==> config.mk <==
export PLATFORM = sky130hd
export DESIGN_NAME = config_byte_loader_clock_select
export DESIGN_NICKNAME = d
export VERILOG_FILES = /design/src/verilog/cfg_loader_pkg.sv /design/src/verilog/sync_stage.sv /design/src/verilog/interval_timer.sv /design/src/verilog/config_byte_loader_clock_select.sv
export VERILOG_INCLUDE_DIRS = /design/src /design/src/verilog
export SDC_FILE = /design/constraint.sdc
export NUM_CORES = 1
export LEC_CHECK = 0
export BUFFER_PORTS_ARGS = -buffer_cell sky130_fd_sc_hd__buf_2
export CORE_ASPECT_RATIO = 2
export CORE_UTILIZATION = 42
export CTS_CLUSTER_SIZE = 8
export DETAILED_ROUTE_END_ITERATION = 12
export PLACE_DENSITY = 0.73
export SYNTH_ARGS = -nofsm -noshare
export SYNTH_HDL_FRONTEND = slang
export SYNTH_SLANG_ARGS = --single-unit
==> constraint.sdc <==
create_clock -name clk_sys -period 3.1 [get_ports clk_sys]
set_clock_uncertainty 0.05 [all_clocks]
set_input_delay 0.155 -clock clk_sys [delete_from_list [all_inputs] [get_ports clk_sys]]
set_output_delay 0.155 -clock clk_sys [all_outputs]
set_load 0.1 [all_outputs]
==> src/verilog/cfg_loader_params.svh <==
// offsets, field positions, reset values and timing counts of the loader
`ifndef CFG_LOADER_PARAMS_SVH
`define CFG_LOADER_PARAMS_SVH

`define CFG_RESET_VAL 8'h00
`define CFG_UVDIS_BIT 7
`define CFG_UVSEL_HI 6
`define CFG_UVSEL_LO 5
`define CFG_OSC_HI 2
`define CFG_OSC_LO 0

`define REG_STATUS_OFS 8'h00
`define REG_CTRL_OFS 8'h04
`define REG_TIMER_OFS 8'h08
`define CTRL_RESTART_BIT 0

`define CLK_SYS_MHZ 200
`define OSC8M_PERIOD_NS 125
`define OSC4M_PERIOD_NS 250
`define OSC2M_PERIOD_NS 500
`define OSC1M_PERIOD_NS 1000
`define PRESCALE_DIV 1024
`define HALF_COUNT 128

`endif

==> src/verilog/cfg_loader_pkg.sv <==
// types shared by the configuration loader files
package cfg_loader_pkg;

  typedef enum logic [2:0]
  {
    OSC_EXT_RC = 3'h0,
    OSC_INT_4M = 3'h1,
    OSC_INT_2M = 3'h2,
    OSC_INT_1M = 3'h3,
    OSC_INT_8M = 3'h4,
    OSC_ALIAS_4M = 3'h5,
    OSC_ALIAS_2M = 3'h6,
    OSC_XTAL = 3'h7
  } osc_src_type;

  typedef enum logic [3:0]
  {
    ST_FIRST_HALF = 4'h1,
    ST_APPLY = 4'h2,
    ST_SECOND_HALF = 4'h4,
    ST_RUN = 4'h8
  } state_type;

  typedef struct packed
  {
    logic undervoltageResetDisable;
    logic [1:0] undervoltageThresholdSelect;
    osc_src_type oscSelect;
  } cfg_type;

endpackage

==> src/verilog/sync_stage.sv <==
// two flip-flop synchroniser for pins and other foreign levels
`timescale 1ns/100ps
module sync_stage #(
  parameter int WIDTH = 1
) (
  input wire logic clk_sys,
  input wire logic rst_n,
  input wire logic [WIDTH-1:0] async,
  output logic [WIDTH-1:0] synced
);

  logic [WIDTH-1:0] meta_r;

  always_ff @(posedge clk_sys)
  begin
    if (!rst_n)
    begin
      meta_r <= '0;
      synced <= '0;
    end
    else
    begin
      meta_r <= async;
      synced <= meta_r;
    end
  end

endmodule

==> src/verilog/interval_timer.sv <==
// prescaled interval timer counting one half of the stabilisation time
`timescale 1ns/100ps
module interval_timer #(
  parameter int PRESC_DIV = 1024,
  parameter int HALF_CNT = 128
) (
  input wire logic clk_sys,
  input wire logic rst_n,
  input wire logic clear,
  input wire logic tick,
  output logic done,
  output logic [7:0] count
);

  localparam int PW = $clog2(PRESC_DIV);
  localparam logic [PW-1:0] PRESC_LAST = PW'(PRESC_DIV - 1);
  localparam logic [7:0] CNT_LAST = 8'(HALF_CNT);

  logic [PW-1:0] presc_r;

  always_ff @(posedge clk_sys)
  begin
    if (!rst_n || clear)
      presc_r <= '0;
    else if (tick && !done)
      presc_r <= (presc_r == PRESC_LAST) ? '0 : presc_r + 1'b1;
  end

  always_ff @(posedge clk_sys)
  begin
    if (!rst_n || clear)
    begin
      count <= 8'h00;
      done <= 1'b0;
    end
    else if (tick && !done && presc_r == PRESC_LAST)
    begin
      count <= count + 8'h01;
      done <= (count + 8'h01) == CNT_LAST;
    end
  end

endmodule

==> src/verilog/config_byte_loader_clock_select.sv <==
// power-up configuration byte loader with clock source switch
// Overview of operation
// - byte defaults 00H: undervoltage reset on, external RC source
// - bits 6:5 pick threshold 2.4V, 2.7V, 3.0V or 4.0V
// - bits 2:0 pick external RC, internal 4/2/1/8 MHz or crystal
// - code 101 acts as 4MHz internal, 110 as 2MHz internal
// - crystal source claims port3 pins 3 and 4 as oscillator pins
// - external RC claims port3 pin 4 as oscillator input only
// - byte applied about 32 ms after power-on, never earlier
// - first half is 128 timer counts of 4MHz divided by 1024
// - after loading, clock switches and second half runs on it
// - second half is 128 counts of selected clock divided by 1024
// - byte sampled only during stabilisation; new byte needs a reset
//
// Register access over AHB-Lite and the register offsets were decided locally.
`timescale 1ns/100ps
`include "cfg_loader_params.svh"
module config_byte_loader_clock_select #(
  parameter int PRESC_DIV = `PRESCALE_DIV,
  parameter int HALF_CNT = `HALF_COUNT
) (
  input wire logic clk_sys,
  input wire logic rst_n,
  input wire logic [7:0] cfgByteIn,
  input wire logic port3Pin3In,
  input wire logic port3Pin4In,
  input wire logic hsel,
  input wire logic [31:0] haddr,
  input wire logic [1:0] htrans,
  input wire logic hwrite,
  input wire logic [2:0] hsize,
  input wire logic [31:0] hwdata,
  input wire logic hready,
  output logic hreadyout,
  output logic hresp,
  output logic [31:0] hrdata,
  output cfg_loader_pkg::osc_src_type sysClkSel,
  output logic undervoltageResetEn,
  output logic [1:0] undervoltageThresholdSelect,
  output logic port3Pin5IsReset,
  output logic port3Pin3OscIn,
  output logic port3Pin4OscOut,
  output logic port3Pin4OscIn,
  output logic cpuHold,
  output logic cfgLoaded
);

  localparam logic [7:0] DIV_8M =
    8'(`OSC8M_PERIOD_NS * `CLK_SYS_MHZ / 1000 - 1);
  localparam logic [7:0] DIV_4M =
    8'(`OSC4M_PERIOD_NS * `CLK_SYS_MHZ / 1000 - 1);
  localparam logic [7:0] DIV_2M =
    8'(`OSC2M_PERIOD_NS * `CLK_SYS_MHZ / 1000 - 1);
  localparam logic [7:0] DIV_1M =
    8'(`OSC1M_PERIOD_NS * `CLK_SYS_MHZ / 1000 - 1);
  localparam logic [7:0] CFG_DEFAULT = `CFG_RESET_VAL;

  cfg_loader_pkg::state_type state_r;
  cfg_loader_pkg::cfg_type cfg_r;
  cfg_loader_pkg::cfg_type cfgSampled;
  cfg_loader_pkg::osc_src_type activeSrc;
  logic [7:0] cfgSync;
  logic [1:0] pinSync;
  logic oscLevel;
  logic oscPrev_r;
  logic oscRise;
  logic [7:0] divCnt_r;
  logic [7:0] divLast;
  logic extSrc;
  logic tick;
  logic timerClear;
  logic timerDone;
  logic [7:0] timerCount;
  logic restart_r;
  logic wrPend_r;
  logic [7:0] wrAddr_r;
  logic [31:0] statusWord;
  logic [31:0] readMux;
  logic addrAccept;

  // collapse the two unlisted codes onto their documented twins
  function automatic cfg_loader_pkg::osc_src_type
    aliasOsc(input logic [2:0] code);
    case (code)
      3'h5: aliasOsc = cfg_loader_pkg::OSC_INT_4M;
      3'h6: aliasOsc = cfg_loader_pkg::OSC_INT_2M;
      default: aliasOsc = cfg_loader_pkg::osc_src_type'(code);
    endcase
  endfunction

  // the byte comes from non-volatile storage, so treat it as foreign
  sync_stage #(.WIDTH(8)) cfgSyncInst (
    .clk_sys(clk_sys),
    .rst_n(rst_n),
    .async(cfgByteIn),
    .synced(cfgSync)
  );

  sync_stage #(.WIDTH(2)) pinSyncInst (
    .clk_sys(clk_sys),
    .rst_n(rst_n),
    .async({port3Pin4In, port3Pin3In}),
    .synced(pinSync)
  );

  // bits 4:3 are simply not picked up
  always_comb
  begin
    cfgSampled.undervoltageResetDisable = cfgSync[`CFG_UVDIS_BIT];
    cfgSampled.undervoltageThresholdSelect =
      cfgSync[`CFG_UVSEL_HI:`CFG_UVSEL_LO];
    cfgSampled.oscSelect =
      aliasOsc(cfgSync[`CFG_OSC_HI:`CFG_OSC_LO]);
  end

  // first half always runs on the internal 4MHz source
  always_comb
  begin
    if (state_r == cfg_loader_pkg::ST_FIRST_HALF)
      activeSrc = cfg_loader_pkg::OSC_INT_4M;
    else
      activeSrc = cfg_r.oscSelect;
  end

  always_comb
  begin
    extSrc = 1'b0;
    case (activeSrc)
      cfg_loader_pkg::OSC_INT_8M: divLast = DIV_8M;
      cfg_loader_pkg::OSC_INT_4M: divLast = DIV_4M;
      cfg_loader_pkg::OSC_INT_2M: divLast = DIV_2M;
      cfg_loader_pkg::OSC_INT_1M: divLast = DIV_1M;
      default:
      begin
        divLast = DIV_4M;
        extSrc = 1'b1;
      end
    endcase
  end

  // crystal arrives on pin 3, external RC on pin 4
  assign oscLevel = (cfg_r.oscSelect == cfg_loader_pkg::OSC_XTAL) ?
    pinSync[0] : pinSync[1];
  assign oscRise = oscLevel && !oscPrev_r;

  always_ff @(posedge clk_sys)
  begin
    if (!rst_n)
      oscPrev_r <= 1'b0;
    else
      oscPrev_r <= oscLevel;
  end

  // internal sources are modelled by dividing the system clock
  always_ff @(posedge clk_sys)
  begin
    if (!rst_n || restart_r || timerClear)
      divCnt_r <= 8'h00;
    else if (divCnt_r >= divLast)
      divCnt_r <= 8'h00;
    else
      divCnt_r <= divCnt_r + 8'h01;
  end

  assign tick = extSrc ? oscRise : (divCnt_r == divLast);
  assign timerClear = (state_r == cfg_loader_pkg::ST_APPLY);

  interval_timer #(
    .PRESC_DIV(PRESC_DIV),
    .HALF_CNT(HALF_CNT)
  ) timerInst (
    .clk_sys(clk_sys),
    .rst_n(rst_n && !restart_r),
    .clear(timerClear),
    .tick(tick),
    .done(timerDone),
    .count(timerCount)
  );

  // sequence: first half, apply, second half, run
  always_ff @(posedge clk_sys)
  begin
    if (!rst_n || restart_r)
      state_r <= cfg_loader_pkg::ST_FIRST_HALF;
    else
    begin
      case (state_r)
        cfg_loader_pkg::ST_FIRST_HALF:
          if (timerDone)
            state_r <= cfg_loader_pkg::ST_APPLY;
        cfg_loader_pkg::ST_APPLY:
          state_r <= cfg_loader_pkg::ST_SECOND_HALF;
        cfg_loader_pkg::ST_SECOND_HALF:
          if (timerDone)
            state_r <= cfg_loader_pkg::ST_RUN;
        cfg_loader_pkg::ST_RUN:
          state_r <= cfg_loader_pkg::ST_RUN;
        default:
          state_r <= cfg_loader_pkg::ST_FIRST_HALF;
      endcase
    end
  end

  // the byte is captured once per reset, never while running
  always_ff @(posedge clk_sys)
  begin
    if (!rst_n || restart_r)
    begin
      cfg_r <= cfg_loader_pkg::cfg_type'({CFG_DEFAULT[7:5],
        CFG_DEFAULT[2:0]});
      cfgLoaded <= 1'b0;
    end
    else if (state_r == cfg_loader_pkg::ST_FIRST_HALF && timerDone)
    begin
      cfg_r <= cfgSampled;
      cfgLoaded <= 1'b1;
    end
  end

  always_ff @(posedge clk_sys)
  begin
    if (!rst_n)
    begin
      sysClkSel <= cfg_loader_pkg::OSC_INT_4M;
      cpuHold <= 1'b1;
    end
    else
    begin
      sysClkSel <= activeSrc;
      cpuHold <= (state_r != cfg_loader_pkg::ST_RUN) || restart_r;
    end
  end

  // bit 7 set disables the undervoltage reset and makes port3 pin 5 the reset pin
  always_ff @(posedge clk_sys)
  begin
    if (!rst_n)
    begin
      undervoltageResetEn <= 1'b1;
      undervoltageThresholdSelect <= 2'h0;
      port3Pin5IsReset <= 1'b0;
    end
    else
    begin
      undervoltageResetEn <= !cfg_r.undervoltageResetDisable;
      undervoltageThresholdSelect <=
        cfg_r.undervoltageThresholdSelect;
      port3Pin5IsReset <= cfg_r.undervoltageResetDisable;
    end
  end

  always_ff @(posedge clk_sys)
  begin
    if (!rst_n)
    begin
      port3Pin3OscIn <= 1'b0;
      port3Pin4OscOut <= 1'b0;
      port3Pin4OscIn <= 1'b0;
    end
    else
    begin
      port3Pin3OscIn <=
        cfg_r.oscSelect == cfg_loader_pkg::OSC_XTAL;
      port3Pin4OscOut <=
        cfg_r.oscSelect == cfg_loader_pkg::OSC_XTAL;
      port3Pin4OscIn <=
        cfg_r.oscSelect == cfg_loader_pkg::OSC_EXT_RC;
    end
  end

  // zero-wait slave: read data is prepared in the address phase
  assign addrAccept = hsel && hready && htrans[1];

  assign statusWord = {18'h0_0000, cfgLoaded, cpuHold, state_r,
    cfg_r.undervoltageResetDisable, cfg_r.undervoltageThresholdSelect,
    2'h0, cfg_r.oscSelect};

  always_comb
  begin
    case (haddr[7:0])
      `REG_STATUS_OFS: readMux = statusWord;
      `REG_TIMER_OFS: readMux = {24'h00_0000, timerCount};
      default: readMux = 32'h0000_0000;
    endcase
  end

  always_ff @(posedge clk_sys)
  begin
    if (!rst_n)
    begin
      wrPend_r <= 1'b0;
      wrAddr_r <= 8'h00;
      hrdata <= 32'h0000_0000;
    end
    else
    begin
      wrPend_r <= addrAccept && hwrite;
      if (addrAccept)
        wrAddr_r <= haddr[7:0];
      hrdata <= (addrAccept && !hwrite) ? readMux : 32'h0000_0000;
    end
  end

  // a restart is a full reset of the sequence, so the byte is reread
  always_ff @(posedge clk_sys)
  begin
    if (!rst_n)
      restart_r <= 1'b0;
    else
      restart_r <= wrPend_r && wrAddr_r == `REG_CTRL_OFS &&
        hwdata[`CTRL_RESTART_BIT];
  end

  always_ff @(posedge clk_sys)
  begin
    if (!rst_n)
    begin
      hreadyout <= 1'b0;
      hresp <= 1'b0;
    end
    else
    begin
      hreadyout <= 1'b1;
      hresp <= 1'b0;
    end
  end

endmodule

==> flow_metrics.tcl, run 1 <==
set metrics [dict create \
    outcome "finished clean" \
    diodes 0 \
    via_per_inst 5.43 \
    synth_seq_cells 90 \
    multi_input_area_um2 1760 \
    crit_type "flop to flop" \
    place_area_um2 4050 \
    yosysSeqAreaShare_pct 48.0 \
    wl_met3_um 312 \
    wl_met1_mm 2.94 \
    num_vias 3129 \
    drtIter0Drc 179 \
    num-fill-cells 842 \
    grt_start_max_net_pins 29 \
    core_area_um2 8650 \
    insertion_delay_ns 0.33 \
    synth_cell_types 44 \
    muxShareOfSynthArea_pct 1.10 \
    synthCells 413 \
    grt_antenna_before_repair 0 \
    htreeDepth 3 \
    rows 48 \
    slew_headroom_pct 51.4 \
    power_density_nw_per_um2 547 \
    grt_overflow 0 \
    final.period_utilization_pct 92.0 \
    gp_congestion 0.796 \
    cap_violations 0 \
    top_layer "met4" \
    postSynthAreaPerCell_um2 9.08 \
    crit_arrival_ns 3.07 \
    yosys_warnings 0 \
    syn-cell-area_um2 3750 \
    start_util_pct 43.4 \
    die_x_um 68.8 \
    routed_wl_mm 8.04 \
    wire_per_inst_um 14.0 \
    clock_path_buffers 2 \
    final_antenna_net_count 0 \
    fp.dieH_um 136 \
    worst_ep_required_time_ns 3.31 \
    synth_edf_count 0 \
    final_area_um2 4420 \
    synth-adder-area-share_pct 3.67 \
    drive_above_1_share_pct 17.0 \
    synthSimpleGateAreaFrac_pct 25.7 \
    maxSlewViolCount 0 \
    yosys-top-cells-area "dfxtp_1, a21oi_1, buf_4, ha_1, nand2_1" \
    synth_compound_area_share_pct 11.8 \
    hold_start "haddr[6]" \
    seq_area_um2 1800 \
    r2r_start "state_r[1]" \
    fmaxAchievable_mhz 350 \
    synth.largest_area_cell "dfxtp_1" \
    grt_pass1_wl_mm 13.2 \
    numCtsBuffers 9 \
    rsz0062_at_grt "no" \
    async_reset_ff_share_pct 0 \
    first_pass_iters 4 \
    startpoint_type "flop" \
    nets 567 \
    grt_pass1_vias 3018 \
    cts_root_buf "clkbuf_16" \
    cts_tree "built" \
    cp-end-kind "flop" \
    cp-startpoint "state_r[1]" \
    die_area_um2 9330 \
    setup_violations 0 \
    worst_slew_pin_slew_ns 0.728 \
    synth_flop_cell "dfxtp_1" \
    hold_violations 0 \
    hold_path.class "primary input to flop" \
    finalSetupTns_ns 0 \
    synth_most_common_cell "dfxtp_1" \
    timing.hold.ws_ns 0.0132 \
    yosysTopAreaCellShare_pct 48.0 \
    path_max_fanout 28 \
    ios 130 \
    clkTransAtPathRegs_ns 0.06 \
    utilization_pct 51.2 \
    min_period_ns 2.85 \
    drc 0 \
    synth_common_cells "dfxtp_1, nand2_1, a21oi_1, nand3_1" \
    numPortBuffers 49 \
    synth_top_family_by_area "simple AND/OR/NAND/NOR gates" \
    syn_to_final_growth_pct 18.0 \
    cts.sinks 90 \
    met2_length_mm 4.58 \
    grt_use_total_pct 19.1 \
    p_leak_nw 1.80 \
    synth-xor-area-share_pct 2.34 \
    ir_drop_uv 297 \
    hpwlAfterDp_mm 5.92 \
]
-- layer usage --
layer	vias to the layer above	GRT usage, %
met5	-	0
met4	0	11.5
met3	18	4.46
met2	85	34.2
met1	1483	18.7
li1	1543	-
-- power by group --
part / switching (mW) / internal [mW]
Combinational: 0.152 / 0.0408
Sequential: 0.00916 / 1.18
Clock: 0.404 / 0.639
-- layout make-up --
| class | count | share of cell area, % |
|---|---|---|
| clock inverter | 3 | 0.905 |
| multi-input combinational | 294 | 39.7 |
| timing repair buffer | 71 | 9.73 |
| clock buffer | 12 | 5.57 |
| sequential | 90 | 40.7 |
| tap | 100 | 2.83 |
| inverter | 6 | 0.509 |
-- sequential cells by signal (all words and copies together), names as in the netlist, 2 cells and up --
name / cells
undervoltageThresholdSelect: 2
hrdata: 14
pinSyncInst.synced: 2
timerInst.count: 8
cfgSyncInst.synced: 6
sysClkSel: 3
cfg_r: 6
divCnt_r: 8
cfgSyncInst.meta_r: 6
wrAddr_r: 8
pinSyncInst.meta_r: 2
state_r: 4
timerInst.presc_r: 10
-- critical path, stage by stage (launching register included) --
cell and delay (ns):
dfxtp_1 0.37, nor4b_2 0.34, nor3b_1 0.11, nand2_1 0.15
nand2_1 0.08, ha_1 0.30, nand4_1 0.15, o32a_4 0.53
or4_1 0.54, a21oi_1 0.16
-- kinds of logic after synthesis --
logic type	Yosys count
and+or+nand+nor	177
DFF	90
AOI/OAI and AO/OA	73
buffers and inverters	47
adders and majority gates	11
xor gates and xnor gates	10
muxes	4
other	1
-- path summary, 6_finish.rpt --
kind	endpoint	slack (ns)	cells after the start
max	timerInst.presc_r[9]	0.25	9
min	wrAddr_r[6]	0.01	3
max reg2reg	timerInst.presc_r[9]	0.25	9
min reg2reg	restart_r	0.38	1
-- metrics by stage --
stage / std cells / total power, mW / setup slack, ns
final: 576 / 2.42 / 0.247
after global routing: 576 / 2.52 / 0.0432
after CTS: 576 / 2.45 / 0.153
after detailed placement: 553 / 1.39 / 0.178
after global placement: 553 / 1.39 / 0.263
after floorplan: 431 / 1.38 / 0.0457
-- cells in the final DEF (no fill, tap or decap), types with 3 or more instances in the layout --
cell type	count
buf_2	49
or4_1	10
mux2i_1	3
dlygate4sd3_1	8
buf_4	14
nor2b_1	5
a22oi_1	7
inv_1	6
a21oi_1	33
nand2b_1	5
or3_1	9
nor2_1	18
clkbuf_16	9
o31ai_1	10
xnor2_1	4
nor4b_1	4
nor3_1	10
ha_1	11
nand3_1	27
nor4_1	4
and2_1	20
nand2_1	36
nand4_1	4
conb_1	19
and3_1	17
xor2_1	6
o21ai_0	11
dfxtp_1	90
-- what timing repair did --
action | 4_1_cts | 5_1_grt
buffers inserted | 0 | 0
setup endpoints to repair | 0 | 5
hold buffers | 8 | 0
gates resized for setup | 0 | 1
hold endpoints to repair | 8 | 0
Power figures use the tool's default switching activity.
==> inputs of run 2 (changes only) <==
--- a/config.mk
+++ b/config.mk
@@ -6,12 +6,13 @@
 export SDC_FILE = /design/constraint.sdc
 export NUM_CORES = 1
 export LEC_CHECK = 0
+export ABC_AREA = 1
 export BUFFER_PORTS_ARGS = -buffer_cell sky130_fd_sc_hd__buf_2
 export CORE_ASPECT_RATIO = 2
 export CORE_UTILIZATION = 42
 export CTS_CLUSTER_SIZE = 8
 export DETAILED_ROUTE_END_ITERATION = 12
-export PLACE_DENSITY = 0.73
+export PLACE_DENSITY = 0.72
 export SYNTH_ARGS = -nofsm -noshare
 export SYNTH_HDL_FRONTEND = slang
 export SYNTH_SLANG_ARGS = --single-unit
==> run 2 against run 1 <==
Global-route usage shrank 1.9 points; die area grew 4.0%; clock power grew 7%; cell count grew 17%; final area grew 2.8%; total power grew 4.3%; utilization decreased by 0.69 points; clock-buffer cell count is 3 lower; non-clock buffer count decreased by 11; hold slack better by 0.0089 ns; largest power group unchanged; critical endpoint is now timerInst.presc_r[6]; flip-flop and latch count did not move.
==> flow_metrics.tcl, run 2 <==
set metrics [dict create \
    p_leak_nw 2.12 \
    ir_drop_uv 294 \
    cp-end-kind "flop" \
    final.period_utilization_pct 84.5 \
    whs_endpoint "wrPend_r" \
    cap_violations 0 \
    wire_per_inst_um 11.7 \
    yosysSeqAreaShare_pct 46.2 \
    grt_pass1_vias 3025 \
    die_area_um2 9700 \
    synth_common_cells "nand2_1, dfxtp_1, inv_1, nor2_1, a21oi_1" \
    min_period_ns 2.62 \
    grt_use_total_pct 17.1 \
    rr_worst_depth 17 \
    crit_arrival_ns 2.81 \
    r2r_start "state_r[1]" \
    worst_ep_required_time_ns 3.28 \
    largest_register_ffs 14 \
    syn-cell-area_um2 3900 \
    cts_tree "built" \
    synth_edf_count 0 \
    async_reset_ff_share_pct 0 \
    synth_seq_cells 90 \
    top_register "hrdata" \
    hpwlAfterDp_mm 6.02 \
    reg2reg_to "timerInst.presc_r[6]" \
    fmaxAchievable_mhz 382 \
    outcome "finished clean" \
    synth_flop_cell "dfxtp_1" \
    core_area_um2 9010 \
    dp.cells 649 \
    numCtsBuffers 9 \
    cts_root_buf "clkbuf_16" \
    grt_start_max_net_pins 31 \
    grt_antenna_before_repair 0 \
    clkTransAtPathRegs_ns 0.06 \
    hold_path.class "primary input to flop" \
    clock_path_buffers 2 \
    synth.largest_area_cell "dfxtp_1" \
    yosys-top-cells-area "dfxtp_1, nand2_1, inv_1, nor2_1, a21oi_1" \
    maxSlewViolCount 0 \
    whs_path_depth 3 \
    synth_cell_types 34 \
    yosysTopAreaCellShare_pct 46.2 \
    slew_headroom_pct 37.6 \
    final_antenna_net_count 0 \
    startpoint_type "flop" \
    hold_violations 0 \
    rows 49 \
    cts.sinks 90 \
    fp.dieH_um 138 \
    grt_pass1_wl_mm 13.0 \
    rsz0062_at_grt "no" \
    htreeDepth 3 \
    fin_cells 673 \
    num_vias 3228 \
    layout_common_cells "nand2_1, dfxtp_1, inv_1" \
    layout_commonest_cell "nand2_1" \
    numPortBuffers 49 \
    power_density_nw_per_um2 555 \
    insertion_delay_ns 0.34 \
    crit_type "flop to flop" \
    gp_congestion 0.908 \
    die_x_um 70.2 \
    hold_start "hwrite" \
    place_area_um2 4150 \
    grt_overflow 0 \
    largestRegisters "hrdata x14, timerInst.presc_r x10" \
    yosys_warnings 0 \
    num-fill-cells 862 \
    finalSetupTns_ns 0 \
    ios 130 \
    via_per_inst 4.80 \
    routed_wl_mm 7.89 \
    dp_slack_ns 0.329 \
    final_area_um2 4550 \
    postSynthAreaPerCell_um2 7.71 \
    diodes 0 \
    path_max_fanout 13 \
    drc 0 \
    first_pass_iters 4 \
    r2r_slack_ns 0.48 \
    setup_violations 0 \
    synthCells 506 \
    drive_above_1_share_pct 15.9 \
    start_util_pct 43.3 \
    worst_slew_pin_slew_ns 0.928 \
    nets 661 \
    synth_most_common_cell "nand2_1" \
    drtIter0Drc 159 \
    setup_ws_ns 0.480 \
    syn_to_final_growth_pct 16.6 \
]
## run 2: changes by cell type in the layout (fill, tap and decap cells not counted), moves of 7 or more
cell     delta
and2_1     -20
nor2_1     +47
a22oi_1     -7
o21ai_0     +9
inv_1      +61
buf_4      -11
o31ai_1    -10
or4_1      -10
and3_1     -17
nand2_1    +69
nand3_1     -8
or3_1       -9
## run 2: cell families after synthesis
family / synth area share, %
AND/OR/NAND/NOR: 27.8
XOR/XNOR: 2.47
adder cells (fa/ha/maj): 3.53
buffers and inverters: 12.1
flip-flops: 46.2
other: 0.0961
AO/OA/AOI/OAI: 7.79
## run 2: repair_timing
item                                   CTS  global route
endpoints found under the hold margin    8             0
buffers inserted                         0             0
setup endpoints to repair                0             3
gates resized for setup                  0             1
hold buffers                             8             0
## run 2: final cells by class
type	count	area, µm²	share of cell area (%)
clock buffers	9	225	4.95
clock inverters	7	83.8	1.84
inverters	70	263	5.78
multi-input cells	335	1700	37.4
flip-flops and latches	90	1800	39.6
well taps	102	128	2.81
repair buffers	60	348	7.65
## run 2: metal layers
layer  part of all wire [%]  GRT usage (%)
met2                     56           32.7
met5                      0              0
met3                    3.3           3.79
met4                    4.7           11.6
met1                     36           15.3
## run 2: worst max path at each step
stage	startpoint	end	slack, ns	cells after the start
2_1_floorplan	state_r[1]	timerInst.presc_r[3]	0.90	17
3_3_place_gp	state_r[1]	timerInst.count[0]	0.39	17
3_5_place_dp	state_r[1]	timerInst.presc_r[6]	0.33	17
4_1_cts	state_r[0]	timerInst.presc_r[6]	0.31	19
5_1_grt	state_r[0]	timerInst.presc_r[1]	0.13	17
6_report	state_r[1]	timerInst.presc_r[6]	0.48	17
## run 2: per-stage QoR
| step | power (mW) | util [%] | hold slack, ns |
|---|---|---|---|
| 5_1_grt | 2.61 | 50.5 | 0.0307 |
| 3_5_place_dp | 1.43 | 46.1 | 0.290 |
| 2_1_floorplan | 1.42 | - | 0.133 |
| 4_1_cts | 2.55 | 50.4 | 0.0143 |
| 3_3_place_gp | 1.43 | 46.1 | 0.286 |
| 6_report | 2.52 | 50.5 | 0.0221 |
## run 2: worst max-delay path: stages, from the launching register on
cell	delay (ns)
dfxtp_1	0.40
nor2_2	0.08
nand2_4	0.13
inv_1	0.09
nor2_1	0.09
inv_1	0.06
nor2_1	0.16
nand2_1	0.14
ha_1	0.32
nand2_1	0.07
nor2_1	0.13
nand2_1	0.10
inv_1	0.09
a21oi_1	0.07
nor2_4	0.30
nand3_1	0.12
nand2_1	0.08
nor2_1	0.04
## run 2: power by group
group	internal (mW)	switching [mW]	total (mW)	leakage, nW
logic	0.0450	0.182	0.227	1.24
registers	1.18	0.0101	1.19	0.731
clock network	0.638	0.471	1.11	0.149
total	1.86	0.662	2.52	2.12
